$ cat src/rtl/swp_pkg.sv
// shared constants for the switch port control and statistics block
package swp_pkg;
  localparam int NPORT = 6;
  localparam int NCNT  = 9;
  localparam int AW    = 12;

  // counter slots inside one port's counter window
  localparam int CNT_TX_GOOD  = 0;
  localparam int CNT_TX_BAD   = 1;
  localparam int CNT_RX_GOOD  = 2;
  localparam int CNT_RX_BAD   = 3;
  localparam int CNT_TX_ABORT = 4;
  localparam int CNT_COLL     = 5;
  localparam int CNT_DROP     = 6;
  localparam int CNT_RX_BCAST = 7;
  localparam int CNT_RX_MCAST = 8;

  // byte offsets
  localparam logic [11:0] CFG_BASE   = 12'h000;
  localparam logic [11:0] CTRL_OFF   = 12'h020;
  localparam logic [11:0] APPLY_STAT = 12'h024;
  localparam logic [11:0] STAT_BASE  = 12'h040;
  localparam logic [11:0] CNT_BASE   = 12'h200;

  // port configuration fields
  localparam int CFG_EN    = 0;
  localparam int CFG_AUTO  = 1;
  localparam int CFG_SPD   = 2;
  localparam int CFG_FULL  = 4;
  localparam int CFG_FC    = 5;
  localparam int CFG_SEC   = 6;
  localparam int CFG_AGG   = 7;
  localparam int CFG_W     = 8;
  localparam logic [7:0] CFG_RST = 8'h13;

  // control fields, write one to act
  localparam int CTRL_APPLY = 0;
  localparam int CTRL_CLEAR = 1;

  // port status fields
  localparam int ST_LINK  = 0;
  localparam int ST_MEDIA = 1;
  localparam int ST_SPD   = 2;
  localparam int ST_FULL  = 4;
  localparam int ST_EN    = 5;
  localparam int ST_AGG   = 6;

  localparam logic [1:0] SPD_10M  = 2'h0;
  localparam logic [1:0] SPD_100M = 2'h1;
  localparam logic [1:0] SPD_1G   = 2'h2;

  localparam logic MEDIA_COPPER_100 = 1'b0;
  localparam logic MEDIA_GIG_COMBO  = 1'b1;

  localparam int MAX_AGG = 4;
  localparam logic [15:0] PAUSE_TIME_DEF = 16'hFFFF;

  localparam logic [1:0] RESP_OKAY   = 2'h0;
  localparam logic [1:0] RESP_SLVERR = 2'h2;
endpackage

$ cat src/rtl/swp_stat_cnt.sv
// one clearable statistics counter
`timescale 1ns/1ps
module swp_stat_cnt #(
  parameter int W = 32
) (
  // clock and reset
  input  wire logic         aclk,
  input  wire logic         aresetn,
  // control
  input  wire logic         inc,
  input  wire logic         clr,
  // value
  output logic [W-1:0]      value
);
  logic [W-1:0] value_q;

  // an event in the clear cycle is kept, so it reads one afterwards
  always_ff @(posedge aclk) begin
    if (!aresetn) begin
      value_q <= '0;
    end else if (clr) begin
      value_q <= W'(inc);
    end else if (inc) begin
      value_q <= value_q + W'(1);
    end
  end

  assign value = value_q;
endmodule // swp_stat_cnt

$ cat src/rtl/swp_port_ctrl.sv
// per-port control, link reporting and statistics with an axi4-lite register slave
// Notes on behaviour
// RL1 - disabled port neither sends nor receives
// RL2 - each port reports link up or down
// RL3 - each port reports its media type
// RL4 - count good transmitted packets
// RL5 - count bad transmitted packets
// RL6 - count good received packets
// RL7 - count bad received packets
// RL8 - count aborted transmissions
// RL9 - count collision packets
// RL10 - count dropped packets
// RL11 - count received broadcast packets
// RL12 - count received multicast packets
// RL13 - one clear zeroes every counter; a counter with an event in the clear cycle reads one
// RL14 - auto mode takes negotiated speed, duplex
// RL15 - forced uses settings; auto makes them read-only
// RL16 - overrun with flow control sends pause
// RL17 - overrun without flow control drops packets
// RL18 - security blocks unknown source addresses
// RL19 - settings act only on apply
// RL20 - at most four ports aggregated
// RL21 - aggregated ports must run full duplex
// RL22 - counters start at zero after reset
`timescale 1ns/1ps
module swp_port_ctrl #(
  parameter int                       NPORT      = swp_pkg::NPORT,
  parameter int                       CNT_W      = 32,
  parameter logic [NPORT-1:0]         GIG_MEDIA  = 6'h30,
  parameter logic [15:0]              PAUSE_TIME = swp_pkg::PAUSE_TIME_DEF
) (
  // clock and reset
  input  wire logic                   aclk,
  input  wire logic                   aresetn,
  // axi4-lite write
  input  wire logic [11:0]            s_axi_awaddr,
  input  wire logic                   s_axi_awvalid,
  output logic                        s_axi_awready,
  input  wire logic [31:0]            s_axi_wdata,
  input  wire logic [3:0]             s_axi_wstrb,
  input  wire logic                   s_axi_wvalid,
  output logic                        s_axi_wready,
  output logic [1:0]                  s_axi_bresp,
  output logic                        s_axi_bvalid,
  input  wire logic                   s_axi_bready,
  // axi4-lite read
  input  wire logic [11:0]            s_axi_araddr,
  input  wire logic                   s_axi_arvalid,
  output logic                        s_axi_arready,
  output logic [31:0]                 s_axi_rdata,
  output logic [1:0]                  s_axi_rresp,
  output logic                        s_axi_rvalid,
  input  wire logic                   s_axi_rready,
  // per-port packet events from the mac datapath, one-cycle pulses
  input  wire logic [NPORT-1:0]       tx_good_ev,
  input  wire logic [NPORT-1:0]       tx_bad_ev,
  input  wire logic [NPORT-1:0]       rx_good_ev,
  input  wire logic [NPORT-1:0]       rx_bad_ev,
  input  wire logic [NPORT-1:0]       tx_abort_ev,
  input  wire logic [NPORT-1:0]       collision_ev,
  input  wire logic [NPORT-1:0]       drop_ev,
  input  wire logic [NPORT-1:0]       rx_bcast_ev,
  input  wire logic [NPORT-1:0]       rx_mcast_ev,
  // receive admission from the mac datapath
  input  wire logic [NPORT-1:0]       rx_sof,
  input  wire logic [NPORT-1:0]       rx_sa_known,
  input  wire logic [NPORT-1:0]       rx_overrun,
  // phy pins
  input  wire logic [NPORT-1:0]       phy_link_up,
  input  wire logic [2*NPORT-1:0]     phy_an_speed,
  input  wire logic [NPORT-1:0]       phy_an_full,
  output logic [NPORT-1:0]            phy_an_enable,
  output logic [2*NPORT-1:0]          phy_force_speed,
  output logic [NPORT-1:0]            phy_force_full,
  // port control to the datapath
  output logic [NPORT-1:0]            port_tx_en,
  output logic [NPORT-1:0]            port_rx_en,
  output logic [NPORT-1:0]            pause_req,
  output logic [15:0]                 pause_time,
  output logic [NPORT-1:0]            rx_drop,
  output logic [NPORT-1:0]            rx_block,
  output logic [NPORT-1:0]            agg_member_active
);
  localparam int NCNT = swp_pkg::NCNT;

  // ---------------- pin synchronisers
  logic [NPORT-1:0]   link_s1_q, link_q;
  logic [2*NPORT-1:0] spd_s1_q, an_spd_q;
  logic [NPORT-1:0]   full_s1_q, an_full_q;

  always_ff @(posedge aclk) begin
    if (!aresetn) begin
      link_s1_q <= '0;
      link_q    <= '0;
      spd_s1_q  <= '0;
      an_spd_q  <= '0;
      full_s1_q <= '0;
      an_full_q <= '0;
    end else begin
      link_s1_q <= phy_link_up;
      link_q    <= link_s1_q;
      spd_s1_q  <= phy_an_speed;
      an_spd_q  <= spd_s1_q;
      full_s1_q <= phy_an_full;
      an_full_q <= full_s1_q;
    end
  end

  // ---------------- axi4-lite write channel
  logic        awready_q, wready_q, bvalid_q, aw_have_q, w_have_q;
  logic [11:0] waddr_q;
  logic [31:0] wdata_q;
  logic [3:0]  wstrb_q;
  logic [1:0]  bresp_q;
  logic        wr_do;

  assign wr_do = aw_have_q && w_have_q && !bvalid_q;

  always_ff @(posedge aclk) begin
    if (!aresetn) begin
      awready_q <= 1'b0;
      wready_q  <= 1'b0;
      aw_have_q <= 1'b0;
      w_have_q  <= 1'b0;
      waddr_q   <= '0;
      wdata_q   <= '0;
      wstrb_q   <= '0;
    end else begin
      if (awready_q && s_axi_awvalid) begin
        awready_q <= 1'b0;
        aw_have_q <= 1'b1;
        waddr_q   <= s_axi_awaddr;
      end else if (wr_do) begin
        aw_have_q <= 1'b0;
      end else if (!aw_have_q && !bvalid_q) begin
        awready_q <= 1'b1;
      end
      if (wready_q && s_axi_wvalid) begin
        wready_q <= 1'b0;
        w_have_q <= 1'b1;
        wdata_q  <= s_axi_wdata;
        wstrb_q  <= s_axi_wstrb;
      end else if (wr_do) begin
        w_have_q <= 1'b0;
      end else if (!w_have_q && !bvalid_q) begin
        wready_q <= 1'b1;
      end
    end
  end

  // write decode
  logic       wr_cfg, wr_ctrl, wr_ok;
  logic [2:0] widx;
  assign widx    = waddr_q[4:2];
  assign wr_cfg  = (waddr_q[11:5] == swp_pkg::CFG_BASE[11:5]) && (int'(widx) < NPORT);
  assign wr_ctrl = (waddr_q[11:2] == swp_pkg::CTRL_OFF[11:2]);
  assign wr_ok   = wr_cfg || wr_ctrl || (waddr_q[11:2] == swp_pkg::APPLY_STAT[11:2]);

  always_ff @(posedge aclk) begin
    if (!aresetn) begin
      bvalid_q <= 1'b0;
      bresp_q  <= swp_pkg::RESP_OKAY;
    end else if (wr_do) begin
      bvalid_q <= 1'b1;
      bresp_q  <= wr_ok ? swp_pkg::RESP_OKAY : swp_pkg::RESP_SLVERR;
    end else if (bvalid_q && s_axi_bready) begin
      bvalid_q <= 1'b0;
    end
  end

  logic apply_p, clear_p;
  assign apply_p = wr_do && wr_ctrl && wstrb_q[0] && wdata_q[swp_pkg::CTRL_APPLY];
  // RL13 global clear pulse
  assign clear_p = wr_do && wr_ctrl && wstrb_q[0] && wdata_q[swp_pkg::CTRL_CLEAR];

  // ---------------- staged and active configuration
  logic [swp_pkg::CFG_W-1:0] shadow_q [NPORT];
  logic [swp_pkg::CFG_W-1:0] act_q    [NPORT];
  logic                      apply_err_q;

  always_ff @(posedge aclk) begin
    if (!aresetn) begin
      for (int p = 0; p < NPORT; p++) begin
        shadow_q[p] <= swp_pkg::CFG_RST;
      end
    end else if (wr_do && wr_cfg && wstrb_q[0]) begin
      shadow_q[widx] <= wdata_q[swp_pkg::CFG_W-1:0];
      // RL15 speed, duplex locked in auto
      if (wdata_q[swp_pkg::CFG_AUTO]) begin
        shadow_q[widx][swp_pkg::CFG_SPD +: 2] <= shadow_q[widx][swp_pkg::CFG_SPD +: 2];
        shadow_q[widx][swp_pkg::CFG_FULL]     <= shadow_q[widx][swp_pkg::CFG_FULL];
      end
    end
  end

  // aggregation check on the staged set
  logic       agg_ok;
  logic [3:0] agg_cnt;
  always_comb begin
    agg_cnt = '0;
    agg_ok  = 1'b1;
    for (int p = 0; p < NPORT; p++) begin
      if (shadow_q[p][swp_pkg::CFG_AGG]) begin
        agg_cnt = agg_cnt + 4'h1;
        // RL21 members need full duplex
        if (shadow_q[p][swp_pkg::CFG_AUTO] ? !an_full_q[p] : !shadow_q[p][swp_pkg::CFG_FULL]) begin
          agg_ok = 1'b0;
        end
      end
    end
    // RL20 four members at most
    if (int'(agg_cnt) > swp_pkg::MAX_AGG) begin
      agg_ok = 1'b0;
    end
  end

  // a rejected apply leaves the running setup untouched as a whole
  always_ff @(posedge aclk) begin
    if (!aresetn) begin
      apply_err_q <= 1'b0;
      for (int p = 0; p < NPORT; p++) begin
        act_q[p] <= swp_pkg::CFG_RST;
      end
    end else if (apply_p) begin
      apply_err_q <= !agg_ok;
      // RL19 copy on apply only
      if (agg_ok) begin
        for (int p = 0; p < NPORT; p++) begin
          act_q[p] <= shadow_q[p];
        end
      end
    end
  end

  // ---------------- per-port datapath control
  logic [1:0]       eff_spd  [NPORT];
  logic [NPORT-1:0] eff_full;
  logic [NPORT-1:0] en, fc, sec, agg;
  logic [NPORT-1:0] ovr_prev_q, own_drop, sec_drop;

  always_comb begin
    for (int p = 0; p < NPORT; p++) begin
      en[p]  = act_q[p][swp_pkg::CFG_EN];
      fc[p]  = act_q[p][swp_pkg::CFG_FC];
      sec[p] = act_q[p][swp_pkg::CFG_SEC];
      agg[p] = act_q[p][swp_pkg::CFG_AGG];
      // RL14 negotiated values in auto
      if (act_q[p][swp_pkg::CFG_AUTO]) begin
        eff_spd[p]  = an_spd_q[2*p +: 2];
        eff_full[p] = an_full_q[p];
      end else begin
        eff_spd[p]  = act_q[p][swp_pkg::CFG_SPD +: 2];
        eff_full[p] = act_q[p][swp_pkg::CFG_FULL];
      end
      // RL17 drop on overrun
      own_drop[p] = en[p] && !fc[p] && rx_overrun[p] && rx_sof[p];
      // RL18 unknown source blocked
      sec_drop[p] = en[p] && sec[p] && rx_sof[p] && !rx_sa_known[p];
    end
  end

  always_ff @(posedge aclk) begin
    if (!aresetn) begin
      port_tx_en        <= '0;
      port_rx_en        <= '0;
      phy_an_enable     <= '0;
      phy_force_speed   <= '0;
      phy_force_full    <= '0;
      pause_req         <= '0;
      pause_time        <= '0;
      rx_drop           <= '0;
      rx_block          <= '0;
      agg_member_active <= '0;
      ovr_prev_q        <= '0;
    end else begin
      // RL1 gate both directions
      port_tx_en    <= en;
      port_rx_en    <= en;
      pause_time    <= PAUSE_TIME;
      ovr_prev_q    <= rx_overrun;
      rx_drop       <= own_drop;
      rx_block      <= sec_drop;
      for (int p = 0; p < NPORT; p++) begin
        phy_an_enable[p]         <= act_q[p][swp_pkg::CFG_AUTO];
        // RL15 forced values to phy
        phy_force_speed[2*p +: 2] <= act_q[p][swp_pkg::CFG_SPD +: 2];
        phy_force_full[p]        <= act_q[p][swp_pkg::CFG_FULL];
        // RL21 half duplex drops out of the group
        agg_member_active[p]     <= en[p] && agg[p] && link_q[p] && eff_full[p];
      end
      // RL16 one pause per overrun onset
      pause_req <= en & fc & rx_overrun & ~ovr_prev_q;
    end
  end

  // ---------------- statistics counters
  logic [CNT_W-1:0] cnt_val [NPORT*NCNT];
  logic [NCNT-1:0]  cnt_inc [NPORT];

  always_comb begin
    for (int p = 0; p < NPORT; p++) begin
      cnt_inc[p] = '0;
      if (en[p]) begin
        // RL4 good tx
        cnt_inc[p][swp_pkg::CNT_TX_GOOD]  = tx_good_ev[p];
        // RL5 bad tx
        cnt_inc[p][swp_pkg::CNT_TX_BAD]   = tx_bad_ev[p];
        // RL6 good rx
        cnt_inc[p][swp_pkg::CNT_RX_GOOD]  = rx_good_ev[p] && !sec_drop[p];
        // RL7 bad rx
        cnt_inc[p][swp_pkg::CNT_RX_BAD]   = rx_bad_ev[p];
        // RL8 aborted tx
        cnt_inc[p][swp_pkg::CNT_TX_ABORT] = tx_abort_ev[p];
        // RL9 collisions
        cnt_inc[p][swp_pkg::CNT_COLL]     = collision_ev[p];
        // RL10 all drop causes
        cnt_inc[p][swp_pkg::CNT_DROP]     = drop_ev[p] || own_drop[p] || sec_drop[p];
        // RL11 broadcast rx
        cnt_inc[p][swp_pkg::CNT_RX_BCAST] = rx_bcast_ev[p] && !sec_drop[p];
        // RL12 multicast rx
        cnt_inc[p][swp_pkg::CNT_RX_MCAST] = rx_mcast_ev[p] && !sec_drop[p];
      end
    end
  end

  // RL22 counters reset to zero
  for (genvar gp = 0; gp < NPORT; gp++) begin : g_port
    for (genvar gk = 0; gk < NCNT; gk++) begin : g_cnt
      swp_stat_cnt #(
        .W       (CNT_W)
      ) u_cnt (
        .aclk    (aclk),
        .aresetn (aresetn),
        .inc     (cnt_inc[gp][gk]),
        .clr     (clear_p),
        .value   (cnt_val[gp*NCNT+gk])
      );
    end
  end

  // ---------------- axi4-lite read channel
  logic        arready_q, rvalid_q;
  logic [31:0] rdata_q, rd_word;
  logic [1:0]  rresp_q, rd_resp;
  logic [11:0] ra;
  logic [2:0]  ridx;

  assign ra   = s_axi_araddr;
  assign ridx = ra[4:2];

  always_comb begin
    rd_word = '0;
    rd_resp = swp_pkg::RESP_OKAY;
    if ((ra[11:5] == swp_pkg::CFG_BASE[11:5]) && (int'(ridx) < NPORT)) begin
      rd_word[swp_pkg::CFG_W-1:0] = shadow_q[ridx];
    end else if (ra[11:2] == swp_pkg::CTRL_OFF[11:2]) begin
      rd_word = '0;
    end else if (ra[11:2] == swp_pkg::APPLY_STAT[11:2]) begin
      rd_word[0]   = apply_err_q;
      rd_word[7:4] = agg_cnt;
    end else if ((ra[11:5] == swp_pkg::STAT_BASE[11:5]) && (int'(ridx) < NPORT)) begin
      // RL2 link state
      rd_word[swp_pkg::ST_LINK]     = link_q[ridx];
      // RL3 media type
      rd_word[swp_pkg::ST_MEDIA]    = GIG_MEDIA[ridx] ? swp_pkg::MEDIA_GIG_COMBO : swp_pkg::MEDIA_COPPER_100;
      rd_word[swp_pkg::ST_SPD +: 2] = eff_spd[ridx];
      rd_word[swp_pkg::ST_FULL]     = eff_full[ridx];
      rd_word[swp_pkg::ST_EN]       = en[ridx];
      rd_word[swp_pkg::ST_AGG]      = agg_member_active[ridx];
    end else if ((ra[11:10] == swp_pkg::CNT_BASE[11:10]) && ra[9] && (int'(ra[8:6]) < NPORT)
                 && (int'(ra[5:2]) < NCNT)) begin
      rd_word = 32'(cnt_val[int'(ra[8:6])*NCNT + int'(ra[5:2])]);
    end else begin
      rd_resp = swp_pkg::RESP_SLVERR;
    end
  end

  always_ff @(posedge aclk) begin
    if (!aresetn) begin
      arready_q <= 1'b0;
      rvalid_q  <= 1'b0;
      rdata_q   <= '0;
      rresp_q   <= swp_pkg::RESP_OKAY;
    end else if (arready_q && s_axi_arvalid) begin
      arready_q <= 1'b0;
      rvalid_q  <= 1'b1;
      rdata_q   <= rd_word;
      rresp_q   <= rd_resp;
    end else if (rvalid_q && s_axi_rready) begin
      rvalid_q <= 1'b0;
    end else if (!rvalid_q) begin
      arready_q <= 1'b1;
    end
  end

  assign s_axi_awready = awready_q;
  assign s_axi_wready  = wready_q;
  assign s_axi_bvalid  = bvalid_q;
  assign s_axi_bresp   = bresp_q;
  assign s_axi_arready = arready_q;
  assign s_axi_rvalid  = rvalid_q;
  assign s_axi_rdata   = rdata_q;
  assign s_axi_rresp   = rresp_q;
endmodule // swp_port_ctrl

$ cat config.mk
export PLATFORM = sky130hd
export DESIGN_NAME = swp_port_ctrl
export DESIGN_NICKNAME = d
export VERILOG_FILES = /design/src/rtl/swp_pkg.sv /design/src/rtl/swp_stat_cnt.sv /design/src/rtl/swp_port_ctrl.sv
export SDC_FILE = /design/constraint.sdc
export NUM_CORES = 2
export LEC_CHECK = 0
export BUFFER_PORTS_ARGS = -buffer_cell sky130_fd_sc_hd__buf_2
export CORE_MARGIN = 2
export CORE_UTILIZATION = 45
export CTS_CLUSTER_DIAMETER = 80
export DETAILED_ROUTE_END_ITERATION = 7
export HOLD_SLACK_MARGIN = 0.06
export MAX_ROUTING_LAYER = met4
export PLACE_DENSITY = 0.62
export SLEW_MARGIN = 20
export SYNTH_ARGS = -nofsm -noshare
export SYNTH_HDL_FRONTEND = slang
export SYNTH_HIERARCHICAL = 1
export SYNTH_SLANG_ARGS = --single-unit
$ cat constraint.sdc
create_clock -name aclk -period 11.6 [get_ports aclk]
set_clock_uncertainty 0.2 [all_clocks]
set_input_delay 0 -clock aclk [delete_from_list [all_inputs] [get_ports aclk]]
set_output_delay 0 -clock aclk [all_outputs]
set_load 0.1 [all_outputs]
### Word-level counts from Yosys, hierarchy flattened

Memories as Yosys holds them, arrays and structs flattened.
Index checks and enable logic that the tools add are counted.

* flip-flop bits (word level): 1917
* bits in writable memories: 96
* memory bits (read-only): 8
* input bits: 163
* output and inout bits: 117
* memories kept: 3

Memories
* act_q: depth 6, bits a word 8, rd ports 6, clocked after memory_dff 0, write ports 6, line swp_port_ctrl.sv:178 `logic [swp_pkg::CFG_W-1:0] act_q [NPORT];`
* shadow_q: depth 6, bits a word 8, rd ports 7, clocked after memory_dff 0, write ports 6, line swp_port_ctrl.sv:177 `logic [swp_pkg::CFG_W-1:0] shadow_q [NPORT];`
* (no name shown): depth 8, bits a word 1, rd ports 1, clocked after memory_dff 0, write ports 0, line swp_port_ctrl.sv:365 `rd_word[swp_pkg::ST_MEDIA] = GIG_MEDIA[ridx] ? swp_pkg::MEDIA_GIG_COMBO : swp_pkg::MEDIA_COPPER_100;`

* add/sub/neg operators: 60
* multipliers: 1
* $lt $le $gt $ge: 8
* equality and inequality tests: 8
* mux-type cells: 214
* bitwise gates (word level): 33
* reductions and logical operators: 211

Operators with widths (count)
* 32-bit by 1-bit adder with 32-bit output (second input constant): 54
* 32-bit binary-select mux with 6-bit select: 1
* 1-bit 2-to-1 mux: 161
* 32-bit 2-to-1 mux: 4
* 2-bit nonzero test: 58
* 1-bit logical AND: 93
* 8-bit 2-to-1 mux: 8
* 9-bit 2-to-1 mux: 6
* 24-bit 2-to-1 mux: 2
* 10-bit by 4-bit == test with 1-bit output (second input constant): 4
* 1-bit zero test: 34
* 32-bit by 7-bit greater-or-equal comparator with 1-bit output (second input constant): 1
* 8-bit NOT with 32-bit output: 1
* 2-bit 2-to-1 mux: 15
* 25-bit 2-to-1 mux: 1
* 4-bit 2-to-1 mux: 6
* 4-bit by 1-bit adder with 4-bit output (second input constant): 5
* 6-bit AND: 3
* 16-bit 2-to-1 mux: 1
* 7-bit zero test: 2
* 1-bit logical OR: 14
* 1-bit binary-select mux with 3-bit select: 4
* 3-bit < comparator (second input constant): 3
* 3-bit 2-to-1 mux: 3
* 21 further kinds: 51

### Logic depth before layout (Yosys ltp)

An unclocked memory read counts as a cell.

* depth after elaboration: 21
* depth in mapped cells: 18
* gate-level depth less buffers: 16

### By module

The synthesis kept the hierarchy.

Modules (own cells, without submodules)
* swp_stat_cnt (g_port[0].g_cnt[0].u_cnt ...): times used 53, cells an instance 180, area an instance 1536.5 um2
* swp_port_ctrl: times used 1, cells an instance 2445, area an instance 25687.1 um2
* swp_stat_cnt (g_port[5].g_cnt[8].u_cnt): times used 1, cells an instance 179, area an instance 1539.0 um2

### Worst setup path after synthesis

OpenSTA, ideal clock, no wires.

* path kind: flip-flop to flip-flop
* start: memory shadow_q[1][7] in the netlist's numbering
* end: memory act_q[0][0] in the netlist's numbering (enable)
* arrival: 6.197 ns
* data required time: 10.878 ns
* path slack: 4.681 ns
* stages on the path, launching flop included: 15
* buffers on the path: 1
* clock period less this slack: 6.919 ns
* cells stage by stage: edfxtp_1 -> inv_1 -> ha_1 -> buf_4 -> xor2_1 -> ha_1 -> or2_0 -> a32oi_1 -> and2_1 -> ha_1 -> nand2_1 -> xnor2_1 -> xnor2_1 -> a31o_1 -> o21ai_0

RTL lines (line)
* from (decl): swp_port_ctrl.sv:177
* to (decl): swp_port_ctrl.sv:178

### Worst setup path in the final report

* start: input port s_axi_araddr[3]
* end: register rdata_q[5], in the netlist s_axi_rdata[5]

* cells in the longest elaborated chain, start to end: 10
* elaborated cells on any way between the ends: 20
* those cells by class: add/sub: 1; order compare: 2; eq/ne: 2; mux: 10; bitwise: 1; reduce/logical: 3; memory: 1

RTL lines
* from (decl): line swp_port_ctrl.sv:47 `input wire logic [11:0] s_axi_araddr,`
* 7-bit by 4-bit adder with 8-bit output: line swp_port_ctrl.sv:372 `rd_word = 32'(cnt_val[int'(ra[8:6])*NCNT + int'(ra[5:2])]);`
* 8-bit NOT with 32-bit output (implied by the code): line swp_port_ctrl.sv:372
* 32-bit binary-select mux with 6-bit select: line swp_port_ctrl.sv:372
* 32-bit 2-to-1 mux (implied by the code) (2 in a row): line swp_port_ctrl.sv:372
* 32-bit 2-to-1 mux: line swp_port_ctrl.sv:370 `end else if ((ra[11:10] == swp_pkg::CNT_BASE[11:10]) && ra[9] && (int'(ra[8:6]) < NPORT)`
* 7-bit 2-to-1 mux: line swp_port_ctrl.sv:361 `end else if ((ra[11:5] == swp_pkg::STAT_BASE[11:5]) && (int'(ridx) < NPORT)) begin`
* 4-bit 2-to-1 mux: line swp_port_ctrl.sv:358 `end else if (ra[11:2] == swp_pkg::APPLY_STAT[11:2]) begin`
* 32-bit 2-to-1 mux: line swp_port_ctrl.sv:356 `end else if (ra[11:2] == swp_pkg::CTRL_OFF[11:2]) begin`
* 8-bit 2-to-1 mux (*): line swp_port_ctrl.sv:354 `if ((ra[11:5] == swp_pkg::CFG_BASE[11:5]) && (int'(ridx) < NPORT)) begin`
* to (signal assigned): line swp_port_ctrl.sv:387 `rdata_q <= rd_word;`
* to (decl): line swp_port_ctrl.sv:343 `logic [31:0] rdata_q, rd_word;`

Every way passes the cells marked *; elsewhere a longest branch is shown, timed or not. The select of a mux whose other input is x is not followed.
A chain may end at the register's enable or synchronous reset.

==> impl_metrics.ini <==
[power_and_ir_drop]
power.internal_uw = 11900
power.density_nw_per_um2 = 135
seqPwrFrac = 0.432
clkPwrFrac = 0.457
peakVddDrop_uv = 126
p_sw_uw = 4520
p_sw_frac = 0.276
power.leakage_uw = 0.0398
pwr-share-comb = 0.111

[cells_and_area]
layoutNonFillerInstCount = 15600
num-fill-cells = 22000
fin_nets = 12500
drive_above_1_share = 0.117
area_delta_synth_final_pct = 12.0

[route]
routed_via_density = 6.44
drc = 0
routed_wirelength_mm = 375
vias = 101000
dr.first_iter.drc_count = 11100
drtAntennaViolNets = 0
routed-wl-met3_mm = 32.3
drtPass1Iterations = 8
avgRoutedWirePerCell_um = 24.0
met1_length_mm = 154
wl_met2_mm = 167
topRoutingLayerUsed = met4

[run]
drv_cap = 0

[die]
pin_count = 280
row_count = 180
core_um2 = 240000
initial_utilization = 0.452
die_x_um = 495
fp.dieH_um = 495
die-area_um2 = 245000

[sta]
hold_violations = 0
slew-limit-headroom = 0.210
max_freq_ghz = 0.161
rsz0062_at_grt = false
tightestPinTransition_ps = 1150
fin_ws_ps = 5410
fin_crit_ps = 6190
finalCritPeriodShare = 0.534
setup_viol_count_final = 0
finalHoldWorstSlack_ps = 120
drv_slew = 0
setup_tns_ps = 0

[logic_synthesis]
yosysUniqueCellTypes = 77
synth-edff-count = 96
yosys.area.top_type = dfxtp_1
seq_area_frac_synth = 0.376
synth.top_cell.area_share = 0.350
synthTopCellsByArea = dfxtp_1 (35%), mux4_2 (6.3%), a21oi_1 (5.5%)
syn_avg_cell_area_um2 = 8.93
synth_area_um2 = 109000
synthArstFlopShare = 0
ys_ff_latch = 1994
syn_inst = 12200
synth_ff_type = dfxtp_1
yosys_warnings = 6

[placement]
portBuffers = 246
gp_congestion = 0.991
dpl_worst_slack_ps = 5860
dp_hpwl_mm = 275
placed_cells = 14900

[clock_tree]
htree_levels = 4
clock_latency_ps = 940
cts_tree = built
root_buffer = clkbuf_16
cts.reportedPaths.clkPinSlew_ps = 60
cts.path.max_buffers = 3
numCtsBuffers = 222
holdBufCountCts = 318
post_cts.repair.setup_buffers = 0
cts.sinks = 1994
ctsResizeCount = 0

[hold_path]
hold_path_class = input pin to flip-flop
hp-start = collision_ev[3]
hold_depth = 5

[worst_setup_path]
worstSetupStartpoint = s_axi_araddr[3]
end_kind = flip-flop
rr_startpoint = shadow_q[1][7]
r2r.worst_path.cells = 15
crit_type = input pin to flip-flop
critPathArrivalTime_ps = 6870
cp-start-kind = input pin
path_max_fanout = 121
cp.required_ps = 12280

[global_routing]
grt_pass1_wl_mm = 564
antenna_found_initial = 19
overflow = 0
grt_pass1_vias = 92700
grt_use_total = 0.302
grt_max_degree = 128

[run_status]
run_status = completed
[cells in the mapped netlist (110+ instances only)]
master    instances
a21oi_1        1194
a221oi_1        129
and2_1          280
and3_1          356
buf_2           110
clkbuf_1        386
dfxtp_1        1898
mux2i_1         405
mux4_2          305
nand2_1        1082
nand2b_1        141
nand3_1         508
nand4_1         437
nor2_1          573
nor3_1          133
o21ai_0         622
o31ai_1         601
or3_1           485
or4_1           755
xnor2_1         175
xor2_1          379
[worst max-delay path, stage by stage]
cell           delay (ps)
dlygate4sd3_1         530
buf_2                 110
buf_4                 330
ha_1                  330
ha_4                  520
buf_4                 570
buf_12                530
buf_4                 640
mux4_2                410
mux4_2                320
nand2_1                80
a21oi_1               640
nor3_1                140
dlygate4sd3_1         600
a311oi_1              210
dlygate4sd3_1         590
[cells by family (layout without fill, tap and decap cells)]
logic type / Yosys count / count (layout) / share of synthesized area
AO/OA/AOI/OAI: 2733 / 2733 / 0.149
adder cells (fa/ha/maj): 71 / 71 / 0.00824
XOR/XNOR: 554 / 554 / 0.0447
other: 1 / 21 / 0.0000345
buffers and inverters: 792 / 1069 / 0.0384
AND/OR/NAND/NOR: 5305 / 5305 / 0.282
multiplexers: 714 / 714 / 0.101
flip-flops: 1994 / 1994 / 0.376
[metrics by stage]
step	total power (uW)	area [um^2]	utilization
after floorplan	8260	109000	-
after global placement	8840	110000	0.460
after detailed placement	8870	111000	0.460
after CTS	16400	122000	0.506
after global routing	16800	122000	0.506
final	16400	122000	0.506
[final timing paths]
check,slack (ps),endpoint
worst min-delay path,120,g_port[3].g_cnt[5].u_cnt/value[1]
worst max register to register,6970,s_axi_rdata[6]
worst max-delay path,5410,s_axi_rdata[5]
worst min register to register,220,pause_req[0]
[routing by layer]
metal  global-route usage  up-vias
met5                    -        -
met1                0.383    49200
met3               0.0608      787
li1                     -    46600
met2                0.457     4090
met4                0.154        0
[flip-flops by register name (all words and copies together), names as in the netlist, 8 cells and up]
register / cells
an_spd_q: 12
shadow_q: 48
wdata_q: 8
g_port.g_cnt.u_cnt/value: 1728
act_q: 48
waddr_q: 10
s_axi_rdata: 32
phy_force_speed: 12
spd_s1_q: 12
[layout by cell type (no fill, tap or decap), drive strengths merged, types with 17 or more instances in the layout]
| cell type | n |
|---|---|
| and3 | 409 |
| bufinv | 23 |
| or2 | 112 |
| a21oi | 1194 |
| xnor2 | 175 |
| clkbuf | 310 |
| mux4 | 305 |
| or3 | 538 |
| nand2b | 141 |
| nor2b | 24 |
| mux2i | 405 |
| diode | 19 |
| ha | 70 |
| dlygate4sd3 | 317 |
| a22oi | 68 |
| nor2 | 573 |
| clkinv | 65 |
| nand2 | 1082 |
| o31ai | 601 |
| nand3 | 508 |
| edfxtp | 96 |
| nor3 | 133 |
| inv | 41 |
| nor3b | 17 |
| a221oi | 129 |
| a21boi | 24 |
| nand4 | 544 |
| and4 | 112 |
| or4 | 809 |
| o21ai | 622 |
| xor2 | 379 |
| a2111oi | 18 |
| a311oi | 18 |
| and2 | 281 |
| buf | 303 |
| dfxtp | 1898 |
[area by class of cell]
type	count	area, um^2	area share
diodes	19	47.5	0.000391
multi-input cells	9379	63800	0.525
flip-flops and latches	1994	40900	0.336
repair buffers	620	4990	0.0410
well taps	3185	3990	0.0328
clock buffers	310	6310	0.0518
inverters	38	145	0.00119
clock inverters	101	1490	0.0122
[power by group through the flow]
stage	Sequential (uW)	Combinational (uW)	Clock, uW
detailed placement	7220	1650	0
global route	7080	1870	7880
floorplan	7250	1010	0
finish	7070	1810	7490
global placement	7210	1630	0
CTS	7070	1740	7600
Note: power is estimated with default switching activity, not from simulation.
